==> src/hdl/dialer_pkg.sv <==
/*
  package of the telephone dialer: register indices, field positions, reset values,
  state codes, timing figures and derived cycle counts, and tone step constants.
  assumes a 40 MHz system clock and a 32-bit APB register bus with byte addresses.
*/
package dialer_pkg;

  // -------------------------------------------------------------------------
  // register indices (byte address is four times the index)
  // -------------------------------------------------------------------------
  localparam logic [15:0] IDX_CALL_CTRL   = 16'hFF14; // hold, pause, flash triggers
  localparam logic [15:0] IDX_INTERDIGIT  = 16'hFF15; // interdigit_pause_select
  localparam logic [15:0] IDX_TONE_CTRL   = 16'hFF16; // continuous, duration, row, column
  localparam logic [15:0] IDX_DIAL_CODE   = 16'hFF17; // dial_code
  localparam logic [15:0] IDX_LINE_CTRL   = 16'hFF18; // hook, receive mute, transmit mute
  localparam logic [15:0] IDX_MODE        = 16'hFF19; // tone_mode select
  localparam logic [15:0] IDX_FLASH_TIME  = 16'hFF1A; // flash_time_select
  localparam logic [15:0] IDX_PAUSE_TIME  = 16'hFF1B; // pause_time_select
  localparam logic [15:0] IDX_IRQ_MASK    = 16'hFFE9; // dialing_interrupt_mask
  localparam logic [15:0] IDX_IRQ_FLAG    = 16'hFFF9; // dialing_interrupt_flag

  // -------------------------------------------------------------------------
  // field positions
  // -------------------------------------------------------------------------
  localparam int BIT_FLASH    = 0;
  localparam int BIT_PAUSE    = 1;
  localparam int BIT_HOLD     = 2;
  localparam int BIT_COLUMN   = 0;
  localparam int BIT_ROW      = 1;
  localparam int BIT_DURATION = 2;
  localparam int BIT_CONTIN   = 3;
  localparam int BIT_TX_MUTE  = 0;
  localparam int BIT_RX_MUTE  = 1;
  localparam int BIT_HOOK     = 2;

  // -------------------------------------------------------------------------
  // reset values
  // -------------------------------------------------------------------------
  localparam logic [3:0] RST_DIAL_CODE  = 4'h0;
  localparam logic [3:0] RST_INTERDIGIT = 4'h8; // 750 ms
  localparam logic [3:0] RST_FLASH_TIME = 4'h1;
  localparam logic [3:0] RST_PAUSE_TIME = 4'h1;
  localparam logic [7:0] TONE_MID_LEVEL = 8'h80; // half-supply dc level

  // -------------------------------------------------------------------------
  // states
  // -------------------------------------------------------------------------
  typedef enum logic [2:0] {
    ST_IDLE       = 3'b000,
    ST_BREAK      = 3'b001,
    ST_MAKE       = 3'b010,
    ST_INTERDIGIT = 3'b011,
    ST_TONE       = 3'b100,
    ST_FLASH      = 3'b101,
    ST_PAUSE      = 3'b110
  } dial_state_t;

  // -------------------------------------------------------------------------
  // timing: figures in microseconds, counts in 25 ns cycles
  // -------------------------------------------------------------------------
  localparam longint CLK_PER_US        = 40;
  localparam longint BREAK_US          = 60000;
  localparam longint MAKE_US           = 40000;
  localparam longint INTERDIGIT_UNIT_US = 93750;
  localparam longint TONE_LONG_US      = 94000;
  localparam longint TONE_SHORT_US     = 47000;
  localparam longint FLASH_UNIT_US     = 100000;
  localparam longint PAUSE_UNIT_US     = 1000000;
  localparam logic [31:0] BREAK_CYC      = 32'(BREAK_US * CLK_PER_US);
  localparam logic [31:0] MAKE_CYC       = 32'(MAKE_US * CLK_PER_US);
  localparam logic [31:0] IDP_UNIT_CYC   = 32'(INTERDIGIT_UNIT_US * CLK_PER_US);
  localparam logic [31:0] TONE_LONG_CYC  = 32'(TONE_LONG_US * CLK_PER_US);
  localparam logic [31:0] TONE_SHORT_CYC = 32'(TONE_SHORT_US * CLK_PER_US);
  localparam logic [31:0] FLASH_UNIT_CYC = 32'(FLASH_UNIT_US * CLK_PER_US);
  localparam logic [31:0] PAUSE_UNIT_CYC = 32'(PAUSE_UNIT_US * CLK_PER_US);

  // -------------------------------------------------------------------------
  // phase steps of a 24-bit accumulator at 40 MHz for rows 1-4 and columns 1-4
  // -------------------------------------------------------------------------
  localparam logic [23:0] STEP_ROW1 = 24'h000126;
  localparam logic [23:0] STEP_ROW2 = 24'h000144;
  localparam logic [23:0] STEP_ROW3 = 24'h000168;
  localparam logic [23:0] STEP_ROW4 = 24'h000188;
  localparam logic [23:0] STEP_COL1 = 24'h0001FE;
  localparam logic [23:0] STEP_COL2 = 24'h00022F;
  localparam logic [23:0] STEP_COL3 = 24'h000269;
  localparam logic [23:0] STEP_COL4 = 24'h0002B2;

endpackage

==> src/hdl/dialer.sv <==
/*
  telephone dialer: loop-disconnect pulse dialling, dtmf tone generation, flash and
  pause cycles, hardware mute and hook outputs, and a maskable completion request.
  assumes an APB master on the system clock and a line interface that reads the
  active-low mute and dial pulse pins and a digital tone level into a dac.
*/
// Added by the designer: register access over APB.
`timescale 1ns/100ps

// Behaviour
// - dial code write starts pulses or tone
// - pulse count equals code, ten for 1010B
// - code maps to keypad row and column
// - single tone or summed dual tone
// - receive mute low in pulse, flash cycles
// - transmit mute low in pulse, flash, tone, hold
// - hook bit drives dial pulse high
// - continuous tone until cleared, minimum kept
// - otherwise tone lasts minimum duration
// - mask gates completion request
// - flag set when dial, pause, flash complete
// - write one clears flag, zero ignored
// - no new function while flag set
// - request stays while flag and mask set
// - pause, flash triggers write-only, zero cancels
// - row, column enables select tone output
// - duration bit selects 47 or 94 ms
// - interdigit pause after each pulse digit
module dialer #(
  parameter logic [31:0] BREAK_CYC      = dialer_pkg::BREAK_CYC,      // dial pulse break time
  parameter logic [31:0] MAKE_CYC       = dialer_pkg::MAKE_CYC,       // dial pulse make time
  parameter logic [31:0] IDP_UNIT_CYC   = dialer_pkg::IDP_UNIT_CYC,   // interdigit step
  parameter logic [31:0] TONE_LONG_CYC  = dialer_pkg::TONE_LONG_CYC,  // 94 ms minimum tone
  parameter logic [31:0] TONE_SHORT_CYC = dialer_pkg::TONE_SHORT_CYC, // 47 ms minimum tone
  parameter logic [31:0] FLASH_UNIT_CYC = dialer_pkg::FLASH_UNIT_CYC, // flash step
  parameter logic [31:0] PAUSE_UNIT_CYC = dialer_pkg::PAUSE_UNIT_CYC  // pause step
) (
  input  wire logic        clock,                 // 40 MHz system clock
  input  wire logic        rst,                   // asynchronous reset, active high
  input  wire logic        ce,                    // clock enable, freezes all state when low
  input  wire logic        psel,                  // apb select
  input  wire logic        penable,               // apb access phase
  input  wire logic        pwrite,                // apb direction
  input  wire logic [17:0] paddr,                 // apb byte address
  input  wire logic [31:0] pwdata,                // apb write data
  output logic      [31:0] prdata,                // apb read data
  output logic             pready,                // apb ready
  output logic             pslverr,               // apb error on unmapped address
  input  wire logic        high_freq_oscillator,  // tone clock source running
  output logic             dial_pulse_out,        // line loop, high is off-hook
  output logic             receive_mute_out_n,    // receive mute, low mutes
  output logic             transmit_mute_out_n,   // transmit mute, low mutes
  output logic      [7:0]  tone_out,              // tone level to the dac
  output logic             dialing_irq            // completion request to the cpu
);

  // -------------------------------------------------------------------------
  // state
  // -------------------------------------------------------------------------
  typedef struct packed {
    dialer_pkg::dial_state_t st;
    logic [31:0] cnt;       // cycles within the current step
    logic [3:0]  units;     // steps left in a multi-step wait
    logic [3:0]  pulses;    // dial pulses left
    logic [3:0]  dial_code;
    logic [3:0]  interdigit_pause_select;
    logic [3:0]  flash_time_select;
    logic [3:0]  pause_time_select;
    logic        continuous_tone_select;
    logic        tone_duration_select;
    logic        row_tone_enable;
    logic        column_tone_enable;
    logic        receive_mute_control;
    logic        transmit_mute_control;
    logic        hook_switch_control;
    logic        hold_line;
    logic        tone_mode;
    logic        dialing_interrupt_mask;
    logic        dialing_interrupt_flag;
    logic        min_done;  // minimum tone duration has elapsed
    logic [31:0] rdata;
    logic        rd_ok;     // read data captured for the address on the bus
    logic [23:0] row_phase;
    logic [23:0] col_phase;
    logic [7:0]  tone;
    logic        dp;
    logic        rx_n;
    logic        tx_n;
  } dialer_state_t;

  dialer_state_t s;
  dialer_state_t next_s;

  // -------------------------------------------------------------------------
  // keypad lookup: code to row and column index (0 = first)
  // -------------------------------------------------------------------------
  function automatic logic [3:0] keypad(input logic [3:0] code);
    logic [3:0] rc;
    rc = 4'h0;
    case (code)                              // {row, column}
      4'h1: rc = 4'h0;
      4'h2: rc = 4'h1;
      4'h3: rc = 4'h2;
      4'h4: rc = 4'h4;
      4'h5: rc = 4'h5;
      4'h6: rc = 4'h6;
      4'h7: rc = 4'h8;
      4'h8: rc = 4'h9;
      4'h9: rc = 4'hA;
      4'hA: rc = 4'hD;
      4'hB: rc = 4'hE;
      4'hC: rc = 4'hC;
      4'h0: rc = 4'h3;
      4'hD: rc = 4'h7;
      4'hF: rc = 4'hB;
      4'hE: rc = 4'hF;
      default: rc = 4'h0;
    endcase
    return rc;
  endfunction

  function automatic logic [23:0] row_step(input logic [1:0] r);
    logic [23:0] v;
    v = dialer_pkg::STEP_ROW1;
    case (r)
      2'h0: v = dialer_pkg::STEP_ROW1;
      2'h1: v = dialer_pkg::STEP_ROW2;
      2'h2: v = dialer_pkg::STEP_ROW3;
      default: v = dialer_pkg::STEP_ROW4;
    endcase
    return v;
  endfunction

  function automatic logic [23:0] col_step(input logic [1:0] c);
    logic [23:0] v;
    v = dialer_pkg::STEP_COL1;
    case (c)
      2'h0: v = dialer_pkg::STEP_COL1;
      2'h1: v = dialer_pkg::STEP_COL2;
      2'h2: v = dialer_pkg::STEP_COL3;
      default: v = dialer_pkg::STEP_COL4;
    endcase
    return v;
  endfunction

  // triangle wave from the phase: 0..127
  function automatic logic [6:0] tri_wave(input logic [23:0] ph);
    return ph[23] ? ~ph[22:16] : ph[22:16];
  endfunction

  // -------------------------------------------------------------------------
  // bus decode
  // -------------------------------------------------------------------------
  logic        hit;
  logic        wr_en;
  logic [15:0] idx;
  logic [3:0]  rc;
  logic [7:0]  tri_row;
  logic [7:0]  tri_col;
  logic [31:0] tone_min;

  assign idx = paddr[17:2];
  assign rc  = keypad(s.dial_code);
  assign tri_row = {1'b0, tri_wave(s.row_phase)};
  assign tri_col = {1'b0, tri_wave(s.col_phase)};
  assign tone_min = s.tone_duration_select ? TONE_SHORT_CYC : TONE_LONG_CYC;

  // address map check; low two address bits must be zero
  always_comb begin
    case (idx)
      dialer_pkg::IDX_CALL_CTRL, dialer_pkg::IDX_INTERDIGIT, dialer_pkg::IDX_TONE_CTRL,
      dialer_pkg::IDX_DIAL_CODE, dialer_pkg::IDX_LINE_CTRL, dialer_pkg::IDX_MODE,
      dialer_pkg::IDX_FLASH_TIME, dialer_pkg::IDX_PAUSE_TIME, dialer_pkg::IDX_IRQ_MASK,
      dialer_pkg::IDX_IRQ_FLAG: hit = (paddr[1:0] == 2'h0);
      default: hit = 1'b0;
    endcase
  end

  // writes need no wait; reads wait until data was captured in the setup cycle
  assign pready  = ce & (pwrite | s.rd_ok);
  assign pslverr = psel & penable & ~hit;
  assign wr_en   = psel & penable & pwrite & pready & hit;
  assign prdata  = s.rdata;

  // -------------------------------------------------------------------------
  // next state
  // -------------------------------------------------------------------------
  always_comb begin
    logic        idle_ok;
    logic        done;
    logic [31:0] rd;
    next_s   = s;
    idle_ok  = (s.st == dialer_pkg::ST_IDLE) & ~s.dialing_interrupt_flag;
    done     = 1'b0;
    rd       = 32'h0;
    next_s.cnt = s.cnt + 32'h1;

    // read mux; trigger bits always read zero
    case (idx)
      dialer_pkg::IDX_CALL_CTRL:  rd[dialer_pkg::BIT_HOLD] = s.hold_line;
      dialer_pkg::IDX_INTERDIGIT: rd[3:0] = s.interdigit_pause_select;
      dialer_pkg::IDX_TONE_CTRL:  rd[3:0] = {s.continuous_tone_select, s.tone_duration_select,
                                             s.row_tone_enable, s.column_tone_enable};
      dialer_pkg::IDX_DIAL_CODE:  rd[3:0] = s.dial_code;
      dialer_pkg::IDX_LINE_CTRL:  rd[2:0] = {s.hook_switch_control, s.receive_mute_control,
                                             s.transmit_mute_control};
      dialer_pkg::IDX_MODE:       rd[0]   = s.tone_mode;
      dialer_pkg::IDX_FLASH_TIME: rd[3:0] = s.flash_time_select;
      dialer_pkg::IDX_PAUSE_TIME: rd[3:0] = s.pause_time_select;
      dialer_pkg::IDX_IRQ_MASK:   rd[0]   = s.dialing_interrupt_mask;
      dialer_pkg::IDX_IRQ_FLAG:   rd[0]   = s.dialing_interrupt_flag;
      default:                    rd      = 32'h0;
    endcase
    next_s.rdata = psel ? (hit ? rd : 32'h0) : s.rdata; // misaligned or unmapped reads zero
    next_s.rd_ok = psel & ~(penable & pready);

    // sequencer: timed steps of pulse, tone, flash and pause cycles
    case (s.st)
      dialer_pkg::ST_BREAK: begin
        if (s.cnt >= BREAK_CYC - 32'h1) begin
          next_s.st  = dialer_pkg::ST_MAKE;
          next_s.cnt = 32'h0;
        end
      end
      dialer_pkg::ST_MAKE: begin
        if (s.cnt >= MAKE_CYC - 32'h1) begin
          next_s.cnt    = 32'h0;
          next_s.pulses = s.pulses - 4'h1;
          if (s.pulses == 4'h1) begin          // last pulse of the digit
            next_s.st    = dialer_pkg::ST_INTERDIGIT;
            next_s.units = s.interdigit_pause_select;
          end else begin
            next_s.st = dialer_pkg::ST_BREAK;
          end
        end
      end
      dialer_pkg::ST_INTERDIGIT, dialer_pkg::ST_FLASH, dialer_pkg::ST_PAUSE: begin
        // multi-step wait; a zero select ends after one step
        if ((s.st == dialer_pkg::ST_INTERDIGIT && s.cnt >= IDP_UNIT_CYC - 32'h1) ||
            (s.st == dialer_pkg::ST_FLASH && s.cnt >= FLASH_UNIT_CYC - 32'h1) ||
            (s.st == dialer_pkg::ST_PAUSE && s.cnt >= PAUSE_UNIT_CYC - 32'h1)) begin
          next_s.cnt   = 32'h0;
          next_s.units = s.units - 4'h1;
          if (s.units <= 4'h1) begin
            done      = 1'b1;
            next_s.st = dialer_pkg::ST_IDLE;
          end
        end
      end
      dialer_pkg::ST_TONE: begin
        if (s.cnt >= tone_min - 32'h1) begin
          next_s.min_done = 1'b1;
          next_s.cnt      = s.cnt;              // hold once the minimum is reached
        end
        // end at the minimum, or later once continuous output is cleared
        if ((s.min_done | (s.cnt >= tone_min - 32'h1)) & ~s.continuous_tone_select) begin
          done      = 1'b1;
          next_s.st = dialer_pkg::ST_IDLE;
        end
      end
      default: begin
        next_s.st  = dialer_pkg::ST_IDLE;
        next_s.cnt = 32'h0;
      end
    endcase

    // register writes and the functions they start
    if (wr_en) begin
      case (idx)
        dialer_pkg::IDX_CALL_CTRL: begin
          next_s.hold_line = pwdata[dialer_pkg::BIT_HOLD];
          if (pwdata[dialer_pkg::BIT_FLASH] & idle_ok) begin
            next_s.st    = dialer_pkg::ST_FLASH;
            next_s.cnt   = 32'h0;
            next_s.units = s.flash_time_select;
          end else if (pwdata[dialer_pkg::BIT_PAUSE] & idle_ok) begin
            next_s.st    = dialer_pkg::ST_PAUSE;
            next_s.cnt   = 32'h0;
            next_s.units = s.pause_time_select;
          end
          // a zero in a trigger bit cancels that function, no completion flag
          if ((~pwdata[dialer_pkg::BIT_FLASH] & (s.st == dialer_pkg::ST_FLASH)) |
              (~pwdata[dialer_pkg::BIT_PAUSE] & (s.st == dialer_pkg::ST_PAUSE))) begin
            next_s.st = dialer_pkg::ST_IDLE;
            done      = 1'b0;
          end
        end
        dialer_pkg::IDX_INTERDIGIT: next_s.interdigit_pause_select = pwdata[3:0];
        dialer_pkg::IDX_TONE_CTRL: begin
          next_s.continuous_tone_select = pwdata[dialer_pkg::BIT_CONTIN];
          next_s.tone_duration_select   = pwdata[dialer_pkg::BIT_DURATION];
          next_s.row_tone_enable        = pwdata[dialer_pkg::BIT_ROW];
          next_s.column_tone_enable     = pwdata[dialer_pkg::BIT_COLUMN];
        end
        dialer_pkg::IDX_DIAL_CODE: begin
          next_s.dial_code = pwdata[3:0];
          if (idle_ok) begin
            next_s.cnt = 32'h0;
            if (s.tone_mode) begin
              next_s.st       = dialer_pkg::ST_TONE;
              next_s.min_done = 1'b0;
            end else if (pwdata[3:0] == 4'h0) begin
              // unsupported code: no pulses, only the interdigit gap
              next_s.st    = dialer_pkg::ST_INTERDIGIT;
              next_s.units = s.interdigit_pause_select;
            end else begin
              next_s.st     = dialer_pkg::ST_BREAK;
              next_s.pulses = pwdata[3:0];
            end
          end
        end
        dialer_pkg::IDX_LINE_CTRL: begin
          next_s.hook_switch_control   = pwdata[dialer_pkg::BIT_HOOK];
          next_s.receive_mute_control  = pwdata[dialer_pkg::BIT_RX_MUTE];
          next_s.transmit_mute_control = pwdata[dialer_pkg::BIT_TX_MUTE];
        end
        dialer_pkg::IDX_MODE:       next_s.tone_mode         = pwdata[0];
        dialer_pkg::IDX_FLASH_TIME: next_s.flash_time_select = pwdata[3:0];
        dialer_pkg::IDX_PAUSE_TIME: next_s.pause_time_select = pwdata[3:0];
        dialer_pkg::IDX_IRQ_MASK:   next_s.dialing_interrupt_mask = pwdata[0];
        dialer_pkg::IDX_IRQ_FLAG: begin
          if (pwdata[0])
            next_s.dialing_interrupt_flag = 1'b0;
        end
        default: next_s.hold_line = s.hold_line;
      endcase
    end

    // completion sets the flag; placed last so a set beats a same-cycle clear
    if (done)
      next_s.dialing_interrupt_flag = 1'b1;

    // tone generator runs only while a tone cycle is active and the oscillator runs
    if (next_s.st == dialer_pkg::ST_TONE && high_freq_oscillator) begin
      next_s.row_phase = s.row_phase + row_step(rc[3:2]);
      next_s.col_phase = s.col_phase + col_step(rc[1:0]);
    end else if (next_s.st != dialer_pkg::ST_TONE) begin
      next_s.row_phase = 24'h0;
      next_s.col_phase = 24'h0;
    end

    // tone level: dc, column, row or the sum of both
    if (next_s.st != dialer_pkg::ST_TONE) begin
      next_s.tone = dialer_pkg::TONE_MID_LEVEL;
    end else begin
      case ({s.row_tone_enable, s.column_tone_enable})
        2'b01:   next_s.tone = {tri_col[6:0], 1'b0};
        2'b10:   next_s.tone = {tri_row[6:0], 1'b0};
        2'b11:   next_s.tone = tri_row + tri_col;
        default: next_s.tone = dialer_pkg::TONE_MID_LEVEL;
      endcase
    end

    // line pins: loop opens during break and flash; off-hook otherwise follows the hook bit
    next_s.dp = next_s.hook_switch_control &
                ~((next_s.st == dialer_pkg::ST_BREAK) | (next_s.st == dialer_pkg::ST_FLASH));
    // receive mute during the whole pulse digit and flash
    next_s.rx_n = next_s.receive_mute_control &
                  ~((next_s.st == dialer_pkg::ST_BREAK) | (next_s.st == dialer_pkg::ST_MAKE) |
                    (next_s.st == dialer_pkg::ST_INTERDIGIT) | (next_s.st == dialer_pkg::ST_FLASH));
    // transmit mute also covers tone and hold-line
    next_s.tx_n = next_s.transmit_mute_control &
                  ~((next_s.st == dialer_pkg::ST_BREAK) | (next_s.st == dialer_pkg::ST_MAKE) |
                    (next_s.st == dialer_pkg::ST_INTERDIGIT) | (next_s.st == dialer_pkg::ST_FLASH) |
                    (next_s.st == dialer_pkg::ST_TONE) | next_s.hold_line);
  end

  // -------------------------------------------------------------------------
  // state register; ce low freezes everything
  // -------------------------------------------------------------------------
  always_ff @(posedge clock or posedge rst) begin
    if (rst) begin
      s                          <= '0;
      s.st                       <= dialer_pkg::ST_IDLE;
      s.dial_code                <= dialer_pkg::RST_DIAL_CODE;
      s.interdigit_pause_select  <= dialer_pkg::RST_INTERDIGIT;
      s.flash_time_select        <= dialer_pkg::RST_FLASH_TIME;
      s.pause_time_select        <= dialer_pkg::RST_PAUSE_TIME;
      s.row_tone_enable          <= 1'b1;
      s.column_tone_enable       <= 1'b1;
      s.receive_mute_control     <= 1'b1;
      s.transmit_mute_control    <= 1'b1;
      s.tone                     <= dialer_pkg::TONE_MID_LEVEL;
      s.rx_n                     <= 1'b1;
      s.tx_n                     <= 1'b1;
    end else if (ce) begin
      s <= next_s;
    end
  end

  // -------------------------------------------------------------------------
  // outputs; the request stays up while flag and mask are both set
  // -------------------------------------------------------------------------
  assign dial_pulse_out      = s.dp;
  assign receive_mute_out_n  = s.rx_n;
  assign transmit_mute_out_n = s.tx_n;
  assign tone_out            = s.tone;
  assign dialing_irq         = s.dialing_interrupt_flag & s.dialing_interrupt_mask;

endmodule

==> config.mk <==
export PLATFORM = sky130hd
export DESIGN_NAME = dialer
export DESIGN_NICKNAME = d
export VERILOG_FILES = /design/src/hdl/dialer_pkg.sv /design/src/hdl/dialer.sv
export SDC_FILE = /design/constraint.sdc
export NUM_CORES = 1
export LEC_CHECK = 0
export BUFFER_PORTS_ARGS = -buffer_cell sky130_fd_sc_hd__buf_2
export CORE_ASPECT_RATIO = 1.5
export CORE_MARGIN = 4
export CORE_UTILIZATION = 55
export DETAILED_ROUTE_END_ITERATION = 12
export GPL_TIMING_DRIVEN = 0
export PLACE_DENSITY = 0.71
export SYNTH_ARGS = -nofsm -noshare
export SYNTH_HDL_FRONTEND = slang
export SYNTH_SLANG_ARGS = --single-unit
==> constraint.sdc <==
create_clock -name clock -period 11.6 [get_ports clock]
set_input_delay 0.58 -clock clock [delete_from_list [all_inputs] [get_ports clock]]
set_output_delay 0.58 -clock clock [all_outputs]
set_load 0.01 [all_outputs]
==> flow_summary.html, run 1 <==
<table>
<tr><th>Metric</th><th>Value</th></tr>
<tr><th colspan="2">Cells and area</th></tr>
<tr><td>Relative area change from synthesis to final layout</td><td>12.0%</td></tr>
<tr><td>Leading cell type in the layout, fill and taps excluded</td><td>sky130_fd_sc_hd__dfrtp_1</td></tr>
<tr><td>Total non-filler cell area in the finished layout</td><td>0.0112 mm^2</td></tr>
<tr><td>Count of antenna diodes in the layout</td><td>0</td></tr>
<tr><td>Net count, final</td><td>1352</td></tr>
<tr><td>Post-route non-filler standard cell count</td><td>1474</td></tr>
<tr><td>Final Core Density</td><td>0.627</td></tr>
<tr><td>Commonest cells after routing, fill and taps aside</td><td>124 x sky130_fd_sc_hd__dfrtp_1, 107 x sky130_fd_sc_hd__nand2_1, 76 x sky130_fd_sc_hd__a21oi_1</td></tr>
<tr><td>Fraction of final layout cells sized beyond drive strength 1</td><td>0.153</td></tr>
<tr><th colspan="2">Worst setup path</th></tr>
<tr><td>CP Launch Type</td><td>flop</td></tr>
<tr><td>Required time at the endpoint of the critical path</td><td>11950 ps</td></tr>
<tr><td>Data arrival time at the worst-slack endpoint</td><td>4660 ps</td></tr>
<tr><td>Sort of element at the end of the critical path</td><td>flop</td></tr>
<tr><td>Largest fanout of any net on the critical path</td><td>10</td></tr>
<tr><td>Crit Path Class</td><td>flop to flop</td></tr>
<tr><th colspan="2">Synth</th></tr>
<tr><td>Number of distinct library cells after synthesis</td><td>89</td></tr>
<tr><td>Total of warnings raised by yosys</td><td>0</td></tr>
<tr><td>Synthesized flop and latch total</td><td>134</td></tr>
<tr><td>Number of synthesized flops with an enable pin</td><td>0</td></tr>
<tr><td>Post-synthesis instance area</td><td>0.0100 mm^2</td></tr>
<tr><td>Top_reg_cell synth</td><td>sky130_fd_sc_hd__dfrtp_1</td></tr>
<tr><td>Sequential fraction of the synthesis area</td><td>0.335</td></tr>
<tr><td>Post-synth ARST share</td><td>1.00</td></tr>
<tr><td>Post-synthesis average cell area</td><td>8.71 um^2</td></tr>
<tr><td>Number of standard cells after synthesis</td><td>1153</td></tr>
<tr><th colspan="2">Detailed routing</th></tr>
<tr><td>Iter 0 DRT Violations</td><td>838</td></tr>
<tr><td>Length of the first detailed-routing pass in iterations</td><td>5</td></tr>
<tr><td>Total via count in the routed design</td><td>9270</td></tr>
<tr><td>Detailed route wirelength on metal3</td><td>1.63 mm</td></tr>
<tr><td>Routed WL per cell</td><td>19.3 um</td></tr>
<tr><td>WL final</td><td>28.4 mm</td></tr>
<tr><td>Highest layer used for signal routing</td><td>met4</td></tr>
<tr><td>Met2 layer wire length in the routed design</td><td>14.4 mm</td></tr>
<tr><td>Final routed DRC violation total</td><td>0</td></tr>
<tr><td>Vias per std cell</td><td>6.29</td></tr>
<tr><td>Detailed-routing wirelength on met1</td><td>11.0 mm</td></tr>
<tr><td>Post-route ant nets</td><td>0</td></tr>
<tr><th colspan="2">Floorplan</th></tr>
<tr><td>I/O pin count</td><td>103</td></tr>
<tr><td>Starting Density</td><td>0.560</td></tr>
<tr><td>X dimension of the die</td><td>118 um</td></tr>
<tr><td>Overall die height</td><td>174 um</td></tr>
<tr><td>Area of the die</td><td>0.0205 mm^2</td></tr>
<tr><td>Cell Rows</td><td>60</td></tr>
<tr><td>Core region area</td><td>0.0179 mm^2</td></tr>
<tr><th colspan="2">STA</th></tr>
<tr><td>Final setup viols</td><td>0</td></tr>
<tr><td>Crit path time final</td><td>4310 ps</td></tr>
<tr><td>Max-slew violations</td><td>0</td></tr>
<tr><td>Final Hold Slack</td><td>214 ps</td></tr>
<tr><td>Setup Total Neg Slack</td><td>0 ps</td></tr>
<tr><td>Number of endpoints with negative hold slack in the final report</td><td>0</td></tr>
<tr><td>Setup repair after global routing missed its margin</td><td>no</td></tr>
<tr><td>Period utilisation layout</td><td>0.372</td></tr>
<tr><td>Fmax</td><td>0.232 GHz</td></tr>
<tr><td>Relative slew slack</td><td>0.241</td></tr>
<tr><td>Least-Margin Pin Slew</td><td>1140 ps</td></tr>
<tr><td>Worst clock skew</td><td>9.72 ps</td></tr>
<tr><th colspan="2">Global route</th></tr>
<tr><td>Total global routing track utilization</td><td>0.280</td></tr>
<tr><td>Global-route wire length before repair</td><td>46.4 mm</td></tr>
<tr><td>Number of global-route vias before repair</td><td>9037</td></tr>
<tr><td>GR Overflow Total</td><td>0</td></tr>
<tr><td>Maximum number of pins on one net before global-route repair</td><td>79</td></tr>
<tr><td>Number of antenna violations at the first check in global routing</td><td>0</td></tr>
<tr><th colspan="2">Outcome</th></tr>
<tr><td>Outcome</td><td>finished, final reports clean</td></tr>
<tr><th colspan="2">Placement</th></tr>
<tr><td>Post-Place Cells</td><td>1442</td></tr>
<tr><td>Final weighted congestion in routability-driven placement</td><td>0.942</td></tr>
<tr><td>Post-DP HPWL</td><td>21.3 mm</td></tr>
<tr><td># port buffers</td><td>44</td></tr>
<tr><td>Dpl cell area</td><td>0.0107 mm^2</td></tr>
<tr><th colspan="2">CTS</th></tr>
<tr><td>Count of instances resized after the clock tree is built</td><td>0</td></tr>
<tr><td>Clock H-tree levels</td><td>4</td></tr>
<tr><td>Root cell of the clock tree</td><td>sky130_fd_sc_hd__clkbuf_16</td></tr>
<tr><td>Clk buf depth</td><td>2</td></tr>
<tr><td>Post-CTS setup buffer count</td><td>0</td></tr>
<tr><td>TritonCTS clock tree</td><td>yes</td></tr>
<tr><td>Quantity of hold-fixing buffers added after cts</td><td>0</td></tr>
<tr><td>Worst-skew pair later-pin latency</td><td>430 ps</td></tr>
<tr><td>Clock slew seen by the registers of the worst setup and hold paths</td><td>60 ps</td></tr>
<tr><td>CTS buffer count</td><td>17</td></tr>
<tr><td>Num Clock Sinks</td><td>134</td></tr>
<tr><th colspan="2">Pwr</th></tr>
<tr><td>Pwr dens</td><td>150 mW/mm^2</td></tr>
<tr><td>Maximum ir drop on the vdd rail</td><td>123 uV</td></tr>
<tr><td>Total leakage power</td><td>5.10 nW</td></tr>
<tr><th colspan="2">Hold path</th></tr>
<tr><td>Type of the worst min-delay path</td><td>primary input to async pin</td></tr>
<tr><th colspan="2">Run</th></tr>
<tr><td>Number of maximum-capacitance constraint violations</td><td>0</td></tr>
</table>
cells by family (layout without fill, tap and decap cells):
logic type	Yosys count	in the layout	synth area share
other	1	28	0.000373
buffers and inverters	162	239	0.0800
AND/OR/NAND/NOR	392	392	0.212
flip-flops	134	134	0.335
multiplexers	34	34	0.0394
AO/OA/AOI/OAI	351	351	0.243
XOR/XNOR	28	28	0.0244
adder cells (fa/ha/maj)	51	51	0.0658
worst paths after layout:
path / end / slack [ps] / startpoint / cells past startpoint
worst max-delay path: s[27]$_DFFE_PP0P_ / 7290 / s[117]$_DFFE_PP0P_ / 20
worst min-delay path: s[111]$_DFFE_PP0P_ / 210 / rst / 2
worst max register to register: s[27]$_DFFE_PP0P_ / 7290 / s[117]$_DFFE_PP0P_ / 20
worst min register to register: prdata[2]$_DFFE_PP0P_ / 480 / prdata[2]$_DFFE_PP0P_ / 2
max in group asynchronous: tone_out[7]$_DFFE_PP1P_ / 10570 / rst / 3
min in group clock: s[59]$_DFFE_PP0P_ / 460 / psel / 3
per-layer routing:
layer,vias up,global-route usage
met5,-,0
met4,0,0.147
met3,96,0.0464
met2,343,0.485
met1,4450,0.331
li1,4381,-
power by group:
part           switching [mW]  leakage (nW)  total (mW)  internal, mW
combinational           0.402          3.02       0.606         0.204
clock                   0.217         0.280       0.538         0.321
sequential             0.0364          1.80       0.544         0.508
through the flow:
step	setup WS, ps	total power, mW
floorplan	7450	0.969
global placement	5690	1.14
detailed placement	7280	1.15
CTS	7250	1.69
global route	6880	1.79
finish	7290	1.69
cell usage after synthesis, types with 7 or more instances:
library cell	instances	area share
sky130_fd_sc_hd__dfrtp_1	124	0.31
sky130_fd_sc_hd__nand2_1	107	0.040
sky130_fd_sc_hd__a21oi_1	76	0.038
sky130_fd_sc_hd__nor2_1	65	0.024
sky130_fd_sc_hd__o21ai_0	65	0.032
sky130_fd_sc_hd__inv_1	57	0.021
sky130_fd_sc_hd__clkbuf_1	48	0.018
sky130_fd_sc_hd__ha_1	48	0.060
sky130_fd_sc_hd__buf_4	44	0.033
sky130_fd_sc_hd__nand3_1	33	0.016
sky130_fd_sc_hd__a22o_1	28	0.024
sky130_fd_sc_hd__nor3_1	28	0.014
sky130_fd_sc_hd__mux2_2	24	0.027
sky130_fd_sc_hd__a21o_1	23	0.017
sky130_fd_sc_hd__and3_1	22	0.014
sky130_fd_sc_hd__o2bb2ai_1	20	0.017
sky130_fd_sc_hd__xor2_1	20	0.017
sky130_fd_sc_hd__nor4_1	18	0.011
sky130_fd_sc_hd__o31ai_1	18	0.013
sky130_fd_sc_hd__or4_1	16	0.012
sky130_fd_sc_hd__nand4_1	15	0.0093
sky130_fd_sc_hd__and2_1	14	0.0087
sky130_fd_sc_hd__o211ai_1	13	0.0097
sky130_fd_sc_hd__nand2b_1	12	0.0075
sky130_fd_sc_hd__nor2b_1	12	0.0075
sky130_fd_sc_hd__a22oi_1	10	0.0075
sky130_fd_sc_hd__dfstp_2	10	0.026
sky130_fd_sc_hd__a211oi_1	9	0.0067
sky130_fd_sc_hd__a31oi_1	9	0.0056
sky130_fd_sc_hd__nor3b_1	9	0.0067
sky130_fd_sc_hd__mux2i_1	8	0.0080
sky130_fd_sc_hd__o22ai_1	8	0.0050
sky130_fd_sc_hd__o32ai_1	8	0.0070
sky130_fd_sc_hd__or3_1	8	0.0050
sky130_fd_sc_hd__xnor2_1	8	0.0070
sky130_fd_sc_hd__o21a_1	7	0.0052
sky130_fd_sc_hd__o21bai_1	7	0.0052
worst max-delay path, cell delays in order, from the launching register on:
cell and delay (ps):
sky130_fd_sc_hd__dfrtp_1 480, sky130_fd_sc_hd__inv_1 120, sky130_fd_sc_hd__ha_1 280, sky130_fd_sc_hd__inv_1 50, sky130_fd_sc_hd__mux2i_1 50, sky130_fd_sc_hd__o21ai_0 370
sky130_fd_sc_hd__inv_1 120, sky130_fd_sc_hd__ha_1 260, sky130_fd_sc_hd__nor2_1 110, sky130_fd_sc_hd__nor2_1 50, sky130_fd_sc_hd__ha_1 310, sky130_fd_sc_hd__nor2b_1 140
sky130_fd_sc_hd__o21a_1 120, sky130_fd_sc_hd__o21ai_0 120, sky130_fd_sc_hd__a21boi_0 180, sky130_fd_sc_hd__o21ai_0 140, sky130_fd_sc_hd__a21o_1 240, sky130_fd_sc_hd__a21o_1 200
sky130_fd_sc_hd__clkbuf_1 220, sky130_fd_sc_hd__or4_1 500, sky130_fd_sc_hd__a21oi_1 160
sequential cells by signal, summed over array words and instances, names as in the netlist:
| signal | cells |
|---|---|
| dial_pulse_out | 1 |
| prdata | 4 |
| receive_mute_out_n | 1 |
| s | 119 |
| tone_out | 8 |
| transmit_mute_out_n | 1 |
layout make-up:
| cell class | count | area, um^2 |
|---|---|---|
| Clock inverter | 12 | 130 |
| Multi-Input combinational cell | 884 | 5980 |
| Fill cell | 1614 | 6690 |
| Tap cell | 217 | 272 |
| Timing Repair Buffer | 45 | 248 |
| Clock buffer | 20 | 447 |
| Buffer | 104 | 586 |
| Sequential cell | 134 | 3370 |
| Inverter | 58 | 223 |
Note: power is estimated with default switching activity, not from simulation.
==> run 2: changes to the inputs <==
- ABC_AREA: not set -> 1
- PLACE_DENSITY: 0.71 -> 0.74
- clock period: 11.6 -> 3.5 ns (I/O delays scaled with it)
==> flow_summary.html, run 2 <==
<table>
<tr><th>Metric</th><th>Value</th></tr>
<tr><th colspan="2">Worst setup path</th></tr>
<tr><td>Largest fanout of any net on the critical path</td><td>6 (-4)</td></tr>
<tr><td>Total buffers and inverters traversed by the critical path</td><td>4 (unchanged)</td></tr>
<tr><td>Data arrival time at the worst-slack endpoint</td><td>3750 ps (-910 ps)</td></tr>
<tr><td>CP Launch Type</td><td>flop</td></tr>
<tr><td>Sort of element at the end of the critical path</td><td>flop</td></tr>
<tr><td>Delay of the slowest cell on the worst path</td><td>470 ps (-30 ps)</td></tr>
<tr><td>Required time at the endpoint of the critical path</td><td>3820 ps (-8130 ps)</td></tr>
<tr><td>Slowest CP cell</td><td>sky130_fd_sc_hd__dfrtp_2</td></tr>
<tr><td>Crit Path Class</td><td>flop to flop</td></tr>
<tr><td>Family with the most delay on the worst path</td><td>simple AND/OR/NAND/NOR gates</td></tr>
<tr><td>Reg-to-reg setup timing slack</td><td>70 ps (-7220 ps)</td></tr>
<tr><th colspan="2">CTS</th></tr>
<tr><td>Root cell of the clock tree</td><td>sky130_fd_sc_hd__clkbuf_16</td></tr>
<tr><td>CTS buffer count</td><td>17 (unchanged)</td></tr>
<tr><td>Clk buf depth</td><td>2 (unchanged)</td></tr>
<tr><td>Num Clock Sinks</td><td>134 (unchanged)</td></tr>
<tr><td>Clock slew seen by the registers of the worst setup and hold paths</td><td>60 ps (about the same)</td></tr>
<tr><td>Worst-skew pair later-pin latency</td><td>430 ps (about the same)</td></tr>
<tr><td>TritonCTS clock tree</td><td>yes</td></tr>
<tr><td>Clock H-tree levels</td><td>4 (unchanged)</td></tr>
<tr><th colspan="2">Cells and area</th></tr>
<tr><td>Net count, final</td><td>1882 (+39%)</td></tr>
<tr><td>Commonest cells after routing, fill and taps aside</td><td>387 x sky130_fd_sc_hd__nand2_1, 191 x sky130_fd_sc_hd__inv_1, 120 x sky130_fd_sc_hd__o21ai_0</td></tr>
<tr><td>Fraction of final layout cells sized beyond drive strength 1</td><td>0.198 (+0.0454)</td></tr>
<tr><td>Total non-filler cell area in the finished layout</td><td>0.0134 mm^2 (+19%)</td></tr>
<tr><td>Flip-flop count of the largest register after layout</td><td>119 (unchanged)</td></tr>
<tr><td>Number of fill cells in the layout</td><td>1903 (+18%)</td></tr>
<tr><td>Post-route non-filler standard cell count</td><td>2051 (+39%)</td></tr>
<tr><td>Leading cell type in the layout, fill and taps excluded</td><td>sky130_fd_sc_hd__nand2_1</td></tr>
<tr><td>Count of antenna diodes in the layout</td><td>0 (unchanged)</td></tr>
<tr><td>Relative area change from synthesis to final layout</td><td>16.6%</td></tr>
<tr><td>Most flop-heavy register</td><td>s</td></tr>
<tr><th colspan="2">Detailed routing</th></tr>
<tr><td>Post-route ant nets</td><td>0 (unchanged)</td></tr>
<tr><td>Final routed DRC violation total</td><td>0 (unchanged)</td></tr>
<tr><td>Total via count in the routed design</td><td>11500 (+24%)</td></tr>
<tr><td>Routed WL per cell</td><td>16.3 um (-15%)</td></tr>
<tr><td>Iter 0 DRT Violations</td><td>774 (-7.6%)</td></tr>
<tr><td>WL final</td><td>33.5 mm (+18%)</td></tr>
<tr><td>Vias per std cell</td><td>5.60 (-11%)</td></tr>
<tr><td>Length of the first detailed-routing pass in iterations</td><td>6 (+1)</td></tr>
<tr><th colspan="2">Synth</th></tr>
<tr><td>Post-synthesis average cell area</td><td>6.97 um^2 (-20%)</td></tr>
<tr><td>Largest cells by area after synthesis</td><td>sky130_fd_sc_hd__dfrtp_1 27%, sky130_fd_sc_hd__nand2_1 13%, sky130_fd_sc_hd__inv_1 6.6%, sky130_fd_sc_hd__o21ai_0 5.6%, sky130_fd_sc_hd__ha_1 5.2%</td></tr>
<tr><td>Top_reg_cell synth</td><td>sky130_fd_sc_hd__dfrtp_1</td></tr>
<tr><td>Synthesized flop and latch total</td><td>134 (unchanged)</td></tr>
<tr><td>Synth top cells by count</td><td>395 x sky130_fd_sc_hd__nand2_1, 203 x sky130_fd_sc_hd__inv_1, 129 x sky130_fd_sc_hd__o21ai_0</td></tr>
<tr><td>Fraction of synthesized cell area taken by the top area cell type</td><td>0.271 (-0.0381)</td></tr>
<tr><td>Biggest area consumer among synthesized cells</td><td>sky130_fd_sc_hd__dfrtp_1</td></tr>
<tr><td>Most frequent cell after synthesis</td><td>sky130_fd_sc_hd__nand2_1</td></tr>
<tr><td>Number of synthesized flops with an enable pin</td><td>0 (unchanged)</td></tr>
<tr><td>Sequential fraction of the synthesis area</td><td>0.294 (-0.0413)</td></tr>
<tr><td>Total of warnings raised by yosys</td><td>0 (unchanged)</td></tr>
<tr><td>Number of standard cells after synthesis</td><td>1644 (+43%)</td></tr>
<tr><td>Post-synth ARST share</td><td>1.00 (unchanged)</td></tr>
<tr><td>Number of distinct library cells after synthesis</td><td>56 (-37%)</td></tr>
<tr><td>Post-synthesis instance area</td><td>0.0115 mm^2 (+14%)</td></tr>
<tr><th colspan="2">Pwr</th></tr>
<tr><td>Pwr dens</td><td>308 mW/mm^2 (+110%)</td></tr>
<tr><td>Maximum ir drop on the vdd rail</td><td>295 uV (+140%)</td></tr>
<tr><td>Total leakage power</td><td>6.74 nW (+32%)</td></tr>
<tr><th colspan="2">Global route</th></tr>
<tr><td>GR Overflow Total</td><td>0 (unchanged)</td></tr>
<tr><td>Total global routing track utilization</td><td>0.286 (+0.00626)</td></tr>
<tr><td>Global-route wire length before repair</td><td>54.3 mm (+17%)</td></tr>
<tr><td>Number of antenna violations at the first check in global routing</td><td>0 (unchanged)</td></tr>
<tr><td>Maximum number of pins on one net before global-route repair</td><td>41 (-48%)</td></tr>
<tr><td>Number of global-route vias before repair</td><td>11200 (+24%)</td></tr>
<tr><th colspan="2">STA</th></tr>
<tr><td>Worst clock skew</td><td>7.22 ps (-2.50 ps)</td></tr>
<tr><td>Period utilisation layout</td><td>0.981 (+0.609)</td></tr>
<tr><td>Relative slew slack</td><td>0.482 (+0.241)</td></tr>
<tr><td>Final setup viols</td><td>0 (unchanged)</td></tr>
<tr><td>Setup Total Neg Slack</td><td>0 ps (unchanged)</td></tr>
<tr><td>Max-slew violations</td><td>0 (unchanged)</td></tr>
<tr><td>Number of endpoints with negative hold slack in the final report</td><td>0 (unchanged)</td></tr>
<tr><td>Least-Margin Pin Slew</td><td>774 ps (-363 ps)</td></tr>
<tr><td>Fmax</td><td>0.291 GHz (+26%)</td></tr>
<tr><td>Crit path time final</td><td>3430 ps (-881 ps)</td></tr>
<tr><th colspan="2">Floorplan</th></tr>
<tr><td>I/O pin count</td><td>103 (unchanged)</td></tr>
<tr><td>Core region area</td><td>0.0204 mm^2 (+14%)</td></tr>
<tr><td>Starting Density</td><td>0.561 (+0.00125)</td></tr>
<tr><td>Cell Rows</td><td>64 (+6.7%)</td></tr>
<tr><td>X dimension of the die</td><td>126 um (+6.3%)</td></tr>
<tr><td>Area of the die</td><td>0.0233 mm^2 (+13%)</td></tr>
<tr><td>Overall die height</td><td>185 um (+6.5%)</td></tr>
<tr><th colspan="2">Hold path</th></tr>
<tr><td>Type of the worst min-delay path</td><td>primary input to flop</td></tr>
<tr><th colspan="2">Placement</th></tr>
<tr><td>Post-DP HPWL</td><td>25.0 mm (+17%)</td></tr>
<tr><td>Dpl cell area</td><td>0.0122 mm^2 (+14%)</td></tr>
<tr><td>Post-Place Cells</td><td>1982 (+37%)</td></tr>
<tr><td>Final weighted congestion in routability-driven placement</td><td>0.979 (+3.9%)</td></tr>
<tr><td># port buffers</td><td>44 (unchanged)</td></tr>
<tr><th colspan="2">Outcome</th></tr>
<tr><td>Outcome</td><td>finished, final reports clean</td></tr>
<tr><th colspan="2">Run</th></tr>
<tr><td>Number of maximum-capacitance constraint violations</td><td>0 (unchanged)</td></tr>
</table>
-- run 2: cell types whose count changed after synthesis, sizes merged, moves of 27 or more --
cell,change
nand2,+305
o21ai,+70
nor2,+78
inv,+163
xor2,+37
nand4,+48
nand3,+101
a22o,-27
-- run 2: metrics by stage --
step	util	hold slack (ps)	total power, mW	setup WS, ps
after floorplan	-	331	2.19	26.4
after global placement	0.593	456	2.38	-830
after detailed placement	0.596	252	2.40	-917
after CTS	0.630	52.0	4.13	-28.1
after global routing	0.654	72.1	4.31	-97.3
final	0.654	72.4	4.12	67.5
-- run 2: timing repair --
item	in CTS	in global routing
resized for setup	30	66
pin swaps	6	27
setup endpoints to repair	26	48
gates cloned	0	0
hold buffers	1	0
endpoints found under the hold margin	20	0
setup buffers	7	30
-- run 2: final cells by class --
type                    count  area, um^2  area share
plain buffers              86         586      0.0438
clock buffers              20         447      0.0334
clock inverters            12         108     0.00806
inverters                 223         848      0.0635
multi-input cells        1227        7090       0.531
flip-flops and latches    134        3370       0.252
well taps                 264         330      0.0247
repair buffers             85         579      0.0434
-- run 2: per-layer routing --
layer / routed length [um] / track usage / vias up
met5: 0 / 0 / -
met4: 1530 / 0.153 / 0
met3: 1320 / 0.0369 / 99
met2: 17800 / 0.530 / 334
met1: 12800 / 0.318 / 5428
li1: - / - / 5632
-- run 2: power by group --
group | leakage, nW | switching [mW] | internal (mW)
combinational | 4.68 | 0.515 | 0.227
clock | 0.266 | 0.739 | 0.993
sequential | 1.79 | 0.0439 | 1.60
total | 6.74 | 1.30 | 2.82
-- run 2: tightest hold or removal path, stage by stage --
cell                      delay (ps)
sky130_fd_sc_hd__buf_2           140
sky130_fd_sc_hd__nor2_1          100
sky130_fd_sc_hd__a21oi_1          40
-- run 2: cells by family after synthesis --
kind of cell / count (synthesis) / share of synthesized area
AO/OA/AOI/OAI: 261 / 0.129
AND/OR/NAND/NOR: 815 / 0.339
buffers and inverters: 310 / 0.124
XOR/XNOR: 72 / 0.0550
other: 1 / 0.000327
flip-flops: 134 / 0.294
adder cells (fa/ha/maj): 51 / 0.0577
-- run 2: final timing paths --
kind	from	end	cells after the start
min in group asynchronous	rst	s[41]$_DFFE_PP0P_	3
worst max register to register	s[116]$_DFFE_PP0P_	s[25]$_DFFE_PP0P_	25
max in group asynchronous	rst	receive_mute_out_n$_DFFE_PP1P_	5
worst min register to register	receive_mute_out_n$_DFFE_PP1P_	receive_mute_out_n$_DFFE_PP1P_	2
worst max-delay path	s[116]$_DFFE_PP0P_	s[25]$_DFFE_PP0P_	25
worst min-delay path	pwdata[0]	s[95]$_DFFE_PP0P_	3
==> run 3: changes to the inputs <==
- CELL_PAD_IN_SITES_DETAIL_PLACEMENT: not set -> 1
- CELL_PAD_IN_SITES_GLOBAL_PLACEMENT: not set -> 1
- CORE_UTILIZATION: 55 -> 41
- CTS_BUF_LIST: not set -> sky130_fd_sc_hd__clkbuf_4 sky130_fd_sc_hd__clkbuf_8
- PLACE_DENSITY: 0.74 -> 0.75
==> flow_summary.html, run 3 (synthesis results as in run 2) <==
<table>
<tr><th>Metric</th><th>Value</th></tr>
<tr><th colspan="2">Cells and area</th></tr>
<tr><td>Net count, final</td><td>1874 (-0.43%)</td></tr>
<tr><td>Footprint of the multi-input gates</td><td>0.00703 mm^2 (-0.79%)</td></tr>
<tr><td>Commonest cells after routing, fill and taps aside</td><td>388 x sky130_fd_sc_hd__nand2_1, 195 x sky130_fd_sc_hd__inv_1, 121 x sky130_fd_sc_hd__o21ai_0</td></tr>
<tr><td>Leading cell type in the layout, fill and taps excluded</td><td>sky130_fd_sc_hd__nand2_1</td></tr>
<tr><td>Count of antenna diodes in the layout</td><td>0 (unchanged)</td></tr>
<tr><td>Most flop-heavy register</td><td>s</td></tr>
<tr><td>Relative area change from synthesis to final layout</td><td>14.9%</td></tr>
<tr><td>Number of fill cells in the layout</td><td>3611 (+90%)</td></tr>
<tr><td>FF/Latch Area</td><td>0.00337 mm^2 (about the same)</td></tr>
<tr><td>Post-route non-filler standard cell count</td><td>2121 (+3.4%)</td></tr>
<tr><td>Fraction of final layout cells sized beyond drive strength 1</td><td>0.189 (-0.00923)</td></tr>
<tr><td>Flip-flop count of the largest register after layout</td><td>119 (unchanged)</td></tr>
<tr><td>Final Core Density</td><td>0.481 (-0.173)</td></tr>
<tr><th colspan="2">Floorplan</th></tr>
<tr><td>Area of the die</td><td>0.0307 mm^2 (+32%)</td></tr>
<tr><td>X dimension of the die</td><td>144 um (+15%)</td></tr>
<tr><td>Overall die height</td><td>213 um (+15%)</td></tr>
<tr><td>Core region area</td><td>0.0274 mm^2 (+34%)</td></tr>
<tr><td>I/O pin count</td><td>103 (unchanged)</td></tr>
<tr><td>Starting Density</td><td>0.418 (-0.143)</td></tr>
<tr><td>Cell Rows</td><td>74 (+16%)</td></tr>
<tr><th colspan="2">Run</th></tr>
<tr><td>Number of maximum-capacitance constraint violations</td><td>0 (unchanged)</td></tr>
<tr><th colspan="2">Detailed routing</th></tr>
<tr><td>WL final</td><td>38.6 mm (+15%)</td></tr>
<tr><td>Routed WL per cell</td><td>18.2 um (+11%)</td></tr>
<tr><td>Iter 0 DRT Violations</td><td>439 (-43%)</td></tr>
<tr><td>Vias per std cell</td><td>5.47 (-2.4%)</td></tr>
<tr><td>Length of the first detailed-routing pass in iterations</td><td>6 (unchanged)</td></tr>
<tr><td>Total via count in the routed design</td><td>11600 (+0.94%)</td></tr>
<tr><td>Post-route ant nets</td><td>0 (unchanged)</td></tr>
<tr><td>Final routed DRC violation total</td><td>0 (unchanged)</td></tr>
<tr><th colspan="2">Global route</th></tr>
<tr><td>Global-route wire length before repair</td><td>62.3 mm (+15%)</td></tr>
<tr><td>Met1 GRT Util</td><td>0.277 (-0.0411)</td></tr>
<tr><td>Met3 Resource Use GR</td><td>0.0399 (+0.00295)</td></tr>
<tr><td>Total global routing track utilization</td><td>0.255 (-0.0312)</td></tr>
<tr><td>Number of global-route vias before repair</td><td>12300 (+10%)</td></tr>
<tr><td>Met2 track demand over resource in global routing</td><td>0.475 (-0.0543)</td></tr>
<tr><td>GR Overflow Total</td><td>0 (unchanged)</td></tr>
<tr><td>Number of antenna violations at the first check in global routing</td><td>0 (unchanged)</td></tr>
<tr><td>Maximum number of pins on one net before global-route repair</td><td>35 (-15%)</td></tr>
<tr><td>Routing layer with the top usage in global route</td><td>met2</td></tr>
<tr><th colspan="2">STA</th></tr>
<tr><td>Crit path time final</td><td>3560 ps (+128 ps)</td></tr>
<tr><td>Worst clock skew</td><td>16.9 ps (+9.71 ps)</td></tr>
<tr><td>Number of endpoints with negative hold slack in the final report</td><td>0 (unchanged)</td></tr>
<tr><td>Setup repair after global routing missed its margin</td><td>yes</td></tr>
<tr><td>Final setup viols</td><td>2 (+2)</td></tr>
<tr><td>Fmax</td><td>0.281 GHz (-3.6%)</td></tr>
<tr><td>Period utilisation layout</td><td>1.02 (+0.0365)</td></tr>
<tr><td>Least-Margin Pin Slew</td><td>886 ps (+113 ps)</td></tr>
<tr><td>Final worst-path setup slack</td><td>-60.3 ps (-128 ps)</td></tr>
<tr><td>Relative slew slack</td><td>0.409 (-0.0728)</td></tr>
<tr><td>Max-slew violations</td><td>0 (unchanged)</td></tr>
<tr><th colspan="2">CTS</th></tr>
<tr><td>Worst-skew pair later-pin latency</td><td>490 ps (+60 ps)</td></tr>
<tr><td>Num Clock Sinks</td><td>134 (unchanged)</td></tr>
<tr><td>CTS buffer count</td><td>17 (unchanged)</td></tr>
<tr><td>Root cell of the clock tree</td><td>sky130_fd_sc_hd__clkbuf_8</td></tr>
<tr><td>TritonCTS clock tree</td><td>yes</td></tr>
<tr><td>Clk buf depth</td><td>2 (unchanged)</td></tr>
<tr><td>Clock H-tree levels</td><td>4 (unchanged)</td></tr>
<tr><td>Clock slew seen by the registers of the worst setup and hold paths</td><td>90 ps (+30 ps)</td></tr>
<tr><th colspan="2">Worst setup path</th></tr>
<tr><td>CP Launch Type</td><td>flop</td></tr>
<tr><td>Sort of element at the end of the critical path</td><td>flop</td></tr>
<tr><td>Data arrival time at the worst-slack endpoint</td><td>3990 ps (+240 ps)</td></tr>
<tr><td>Required time at the endpoint of the critical path</td><td>3930 ps (+110 ps)</td></tr>
<tr><td>Crit Path Class</td><td>flop to flop</td></tr>
<tr><td>Largest fanout of any net on the critical path</td><td>4 (-2)</td></tr>
<tr><th colspan="2">Pwr</th></tr>
<tr><td>Overall power consumption</td><td>3.76 mW (-8.8%)</td></tr>
<tr><td>Sequential share of power</td><td>0.436 (+0.037)</td></tr>
<tr><td>Internal power consumption</td><td>2.48 mW (-12%)</td></tr>
<tr><td>Clock share of power</td><td>0.359 (-0.062)</td></tr>
<tr><td>Pwr dens</td><td>285 mW/mm^2 (-7.5%)</td></tr>
<tr><td>Maximum ir drop on the vdd rail</td><td>252 uV (-14%)</td></tr>
<tr><td>Total leakage power</td><td>6.62 nW (-1.8%)</td></tr>
<tr><td>Fraction of power spent switching nets</td><td>0.340 (+0.0246)</td></tr>
<tr><td>Combinational share of power</td><td>0.204 (+0.024)</td></tr>
<tr><td>Sw power</td><td>1.28 mW (-1.7%)</td></tr>
<tr><th colspan="2">Outcome</th></tr>
<tr><td>Failing checks</td><td>setup timing</td></tr>
<tr><td>Outcome</td><td>finished, violations left</td></tr>
<tr><th colspan="2">Placement</th></tr>
<tr><td>Post-Place Cells</td><td>2061 (+4.0%)</td></tr>
<tr><td># port buffers</td><td>44 (unchanged)</td></tr>
<tr><td>Final weighted congestion in routability-driven placement</td><td>0.916 (-6.4%)</td></tr>
<tr><td>Post-DP HPWL</td><td>29.8 mm (+19%)</td></tr>
<tr><th colspan="2">Hold path</th></tr>
<tr><td>Type of the worst min-delay path</td><td>primary input to flop</td></tr>
</table>
==> run 3: cell count changes in the layout (fill, tap and decap cells not counted), sizes merged <==
cell,previous run,this run
buf,147,136
bufinv,1,2
clkbuf,43,42
clkinv,11,10
dlygate4sd3,1,4
clkinvlp,4,5
==> run 3: layout make-up <==
cell class / instances / area share
plain buffers: 86 / 0.0445
clock buffers: 19 / 0.0194
clock inverters: 13 / 0.0101
inverters: 223 / 0.0638
multi-input cells: 1227 / 0.534
flip-flops and latches: 134 / 0.256
well taps: 342 / 0.0325
repair buffers: 77 / 0.0401
==> run 3: path summary, 6_finish.rpt <==
kind,start,cells past startpoint,to,slack [ps]
setup / recovery,s[116]$_DFFE_PP0P_,23,s[29]$_DFFE_PP0P_,-60
hold / removal,pwrite,3,s[59]$_DFFE_PP0P_,80
setup reg to reg,s[116]$_DFFE_PP0P_,23,s[29]$_DFFE_PP0P_,-60
hold reg to reg,transmit_mute_out_n$_DFFE_PP1P_,2,transmit_mute_out_n$_DFFE_PP1P_,470
max in group asynchronous,rst,6,s[98]$_DFFE_PP1P_,2140
min in group asynchronous,rst,3,s[20]$_DFFE_PP0P_,280
==> run 3: power by group through the flow <==
| stage | clock, mW | sequential [mW] | combinational (mW) |
|---|---|---|---|
| floorplan | 0 | 1.66 | 0.524 |
| global placement | 0 | 1.67 | 0.735 |
| detailed placement | 0 | 1.67 | 0.762 |
| CTS | 1.39 | 1.64 | 0.767 |
| global route | 1.45 | 1.64 | 0.865 |
| finish | 1.35 | 1.64 | 0.767 |
==> run 3: per-layer routing <==
metal	vias to the layer above	routed length, um	part of all wire
met1	5695	15000	0.39
met3	101	1060	0.027
met2	214	20900	0.54
met5	-	0	0
li1	5591	-	-
met4	0	1650	0.043
==> run 3: what timing repair did <==
action	4_1_cts	5_1_grt
pin swaps	8	18
resized for setup	34	39
hold buffers	4	0
setup endpoints to repair	30	29
setup buffers	13	12
hold endpoints to repair	23	0
==> run 3: stage by stage <==
step	setup TNS, ps	hold WS, ps	setup WS, ps	instance area (um^2)
final	-69.9	82.5	-60.3	13200
after global routing	-817	91.9	-239	13200
after CTS	-171	41.7	-82.5	12900
after detailed placement	-12870	267	-769	12300
after global placement	-9340	454	-624	12200
after floorplan	0	331	26.4	11600
==> run 3: worst max-delay path: stages (launching register included) <==
cell	delay, ps
sky130_fd_sc_hd__dfrtp_2	450
sky130_fd_sc_hd__inv_2	110
sky130_fd_sc_hd__ha_1	200
sky130_fd_sc_hd__o21ai_4	90
sky130_fd_sc_hd__o21ai_4	220
sky130_fd_sc_hd__inv_2	90
sky130_fd_sc_hd__ha_4	290
sky130_fd_sc_hd__ha_4	140
sky130_fd_sc_hd__inv_1	60
sky130_fd_sc_hd__fa_2	400
sky130_fd_sc_hd__o21ai_2	190
sky130_fd_sc_hd__nand2_1	110
sky130_fd_sc_hd__nand2_2	110
sky130_fd_sc_hd__nand3_2	70
sky130_fd_sc_hd__nand2_2	80
sky130_fd_sc_hd__nand3_1	80
sky130_fd_sc_hd__nand2_2	100
sky130_fd_sc_hd__nand3_4	100
sky130_fd_sc_hd__nor2_4	140
sky130_fd_sc_hd__nand2_2	60
sky130_fd_sc_hd__xor2_1	150
sky130_fd_sc_hd__inv_1	60
sky130_fd_sc_hd__nand4_1	90
sky130_fd_sc_hd__nand2_1	100
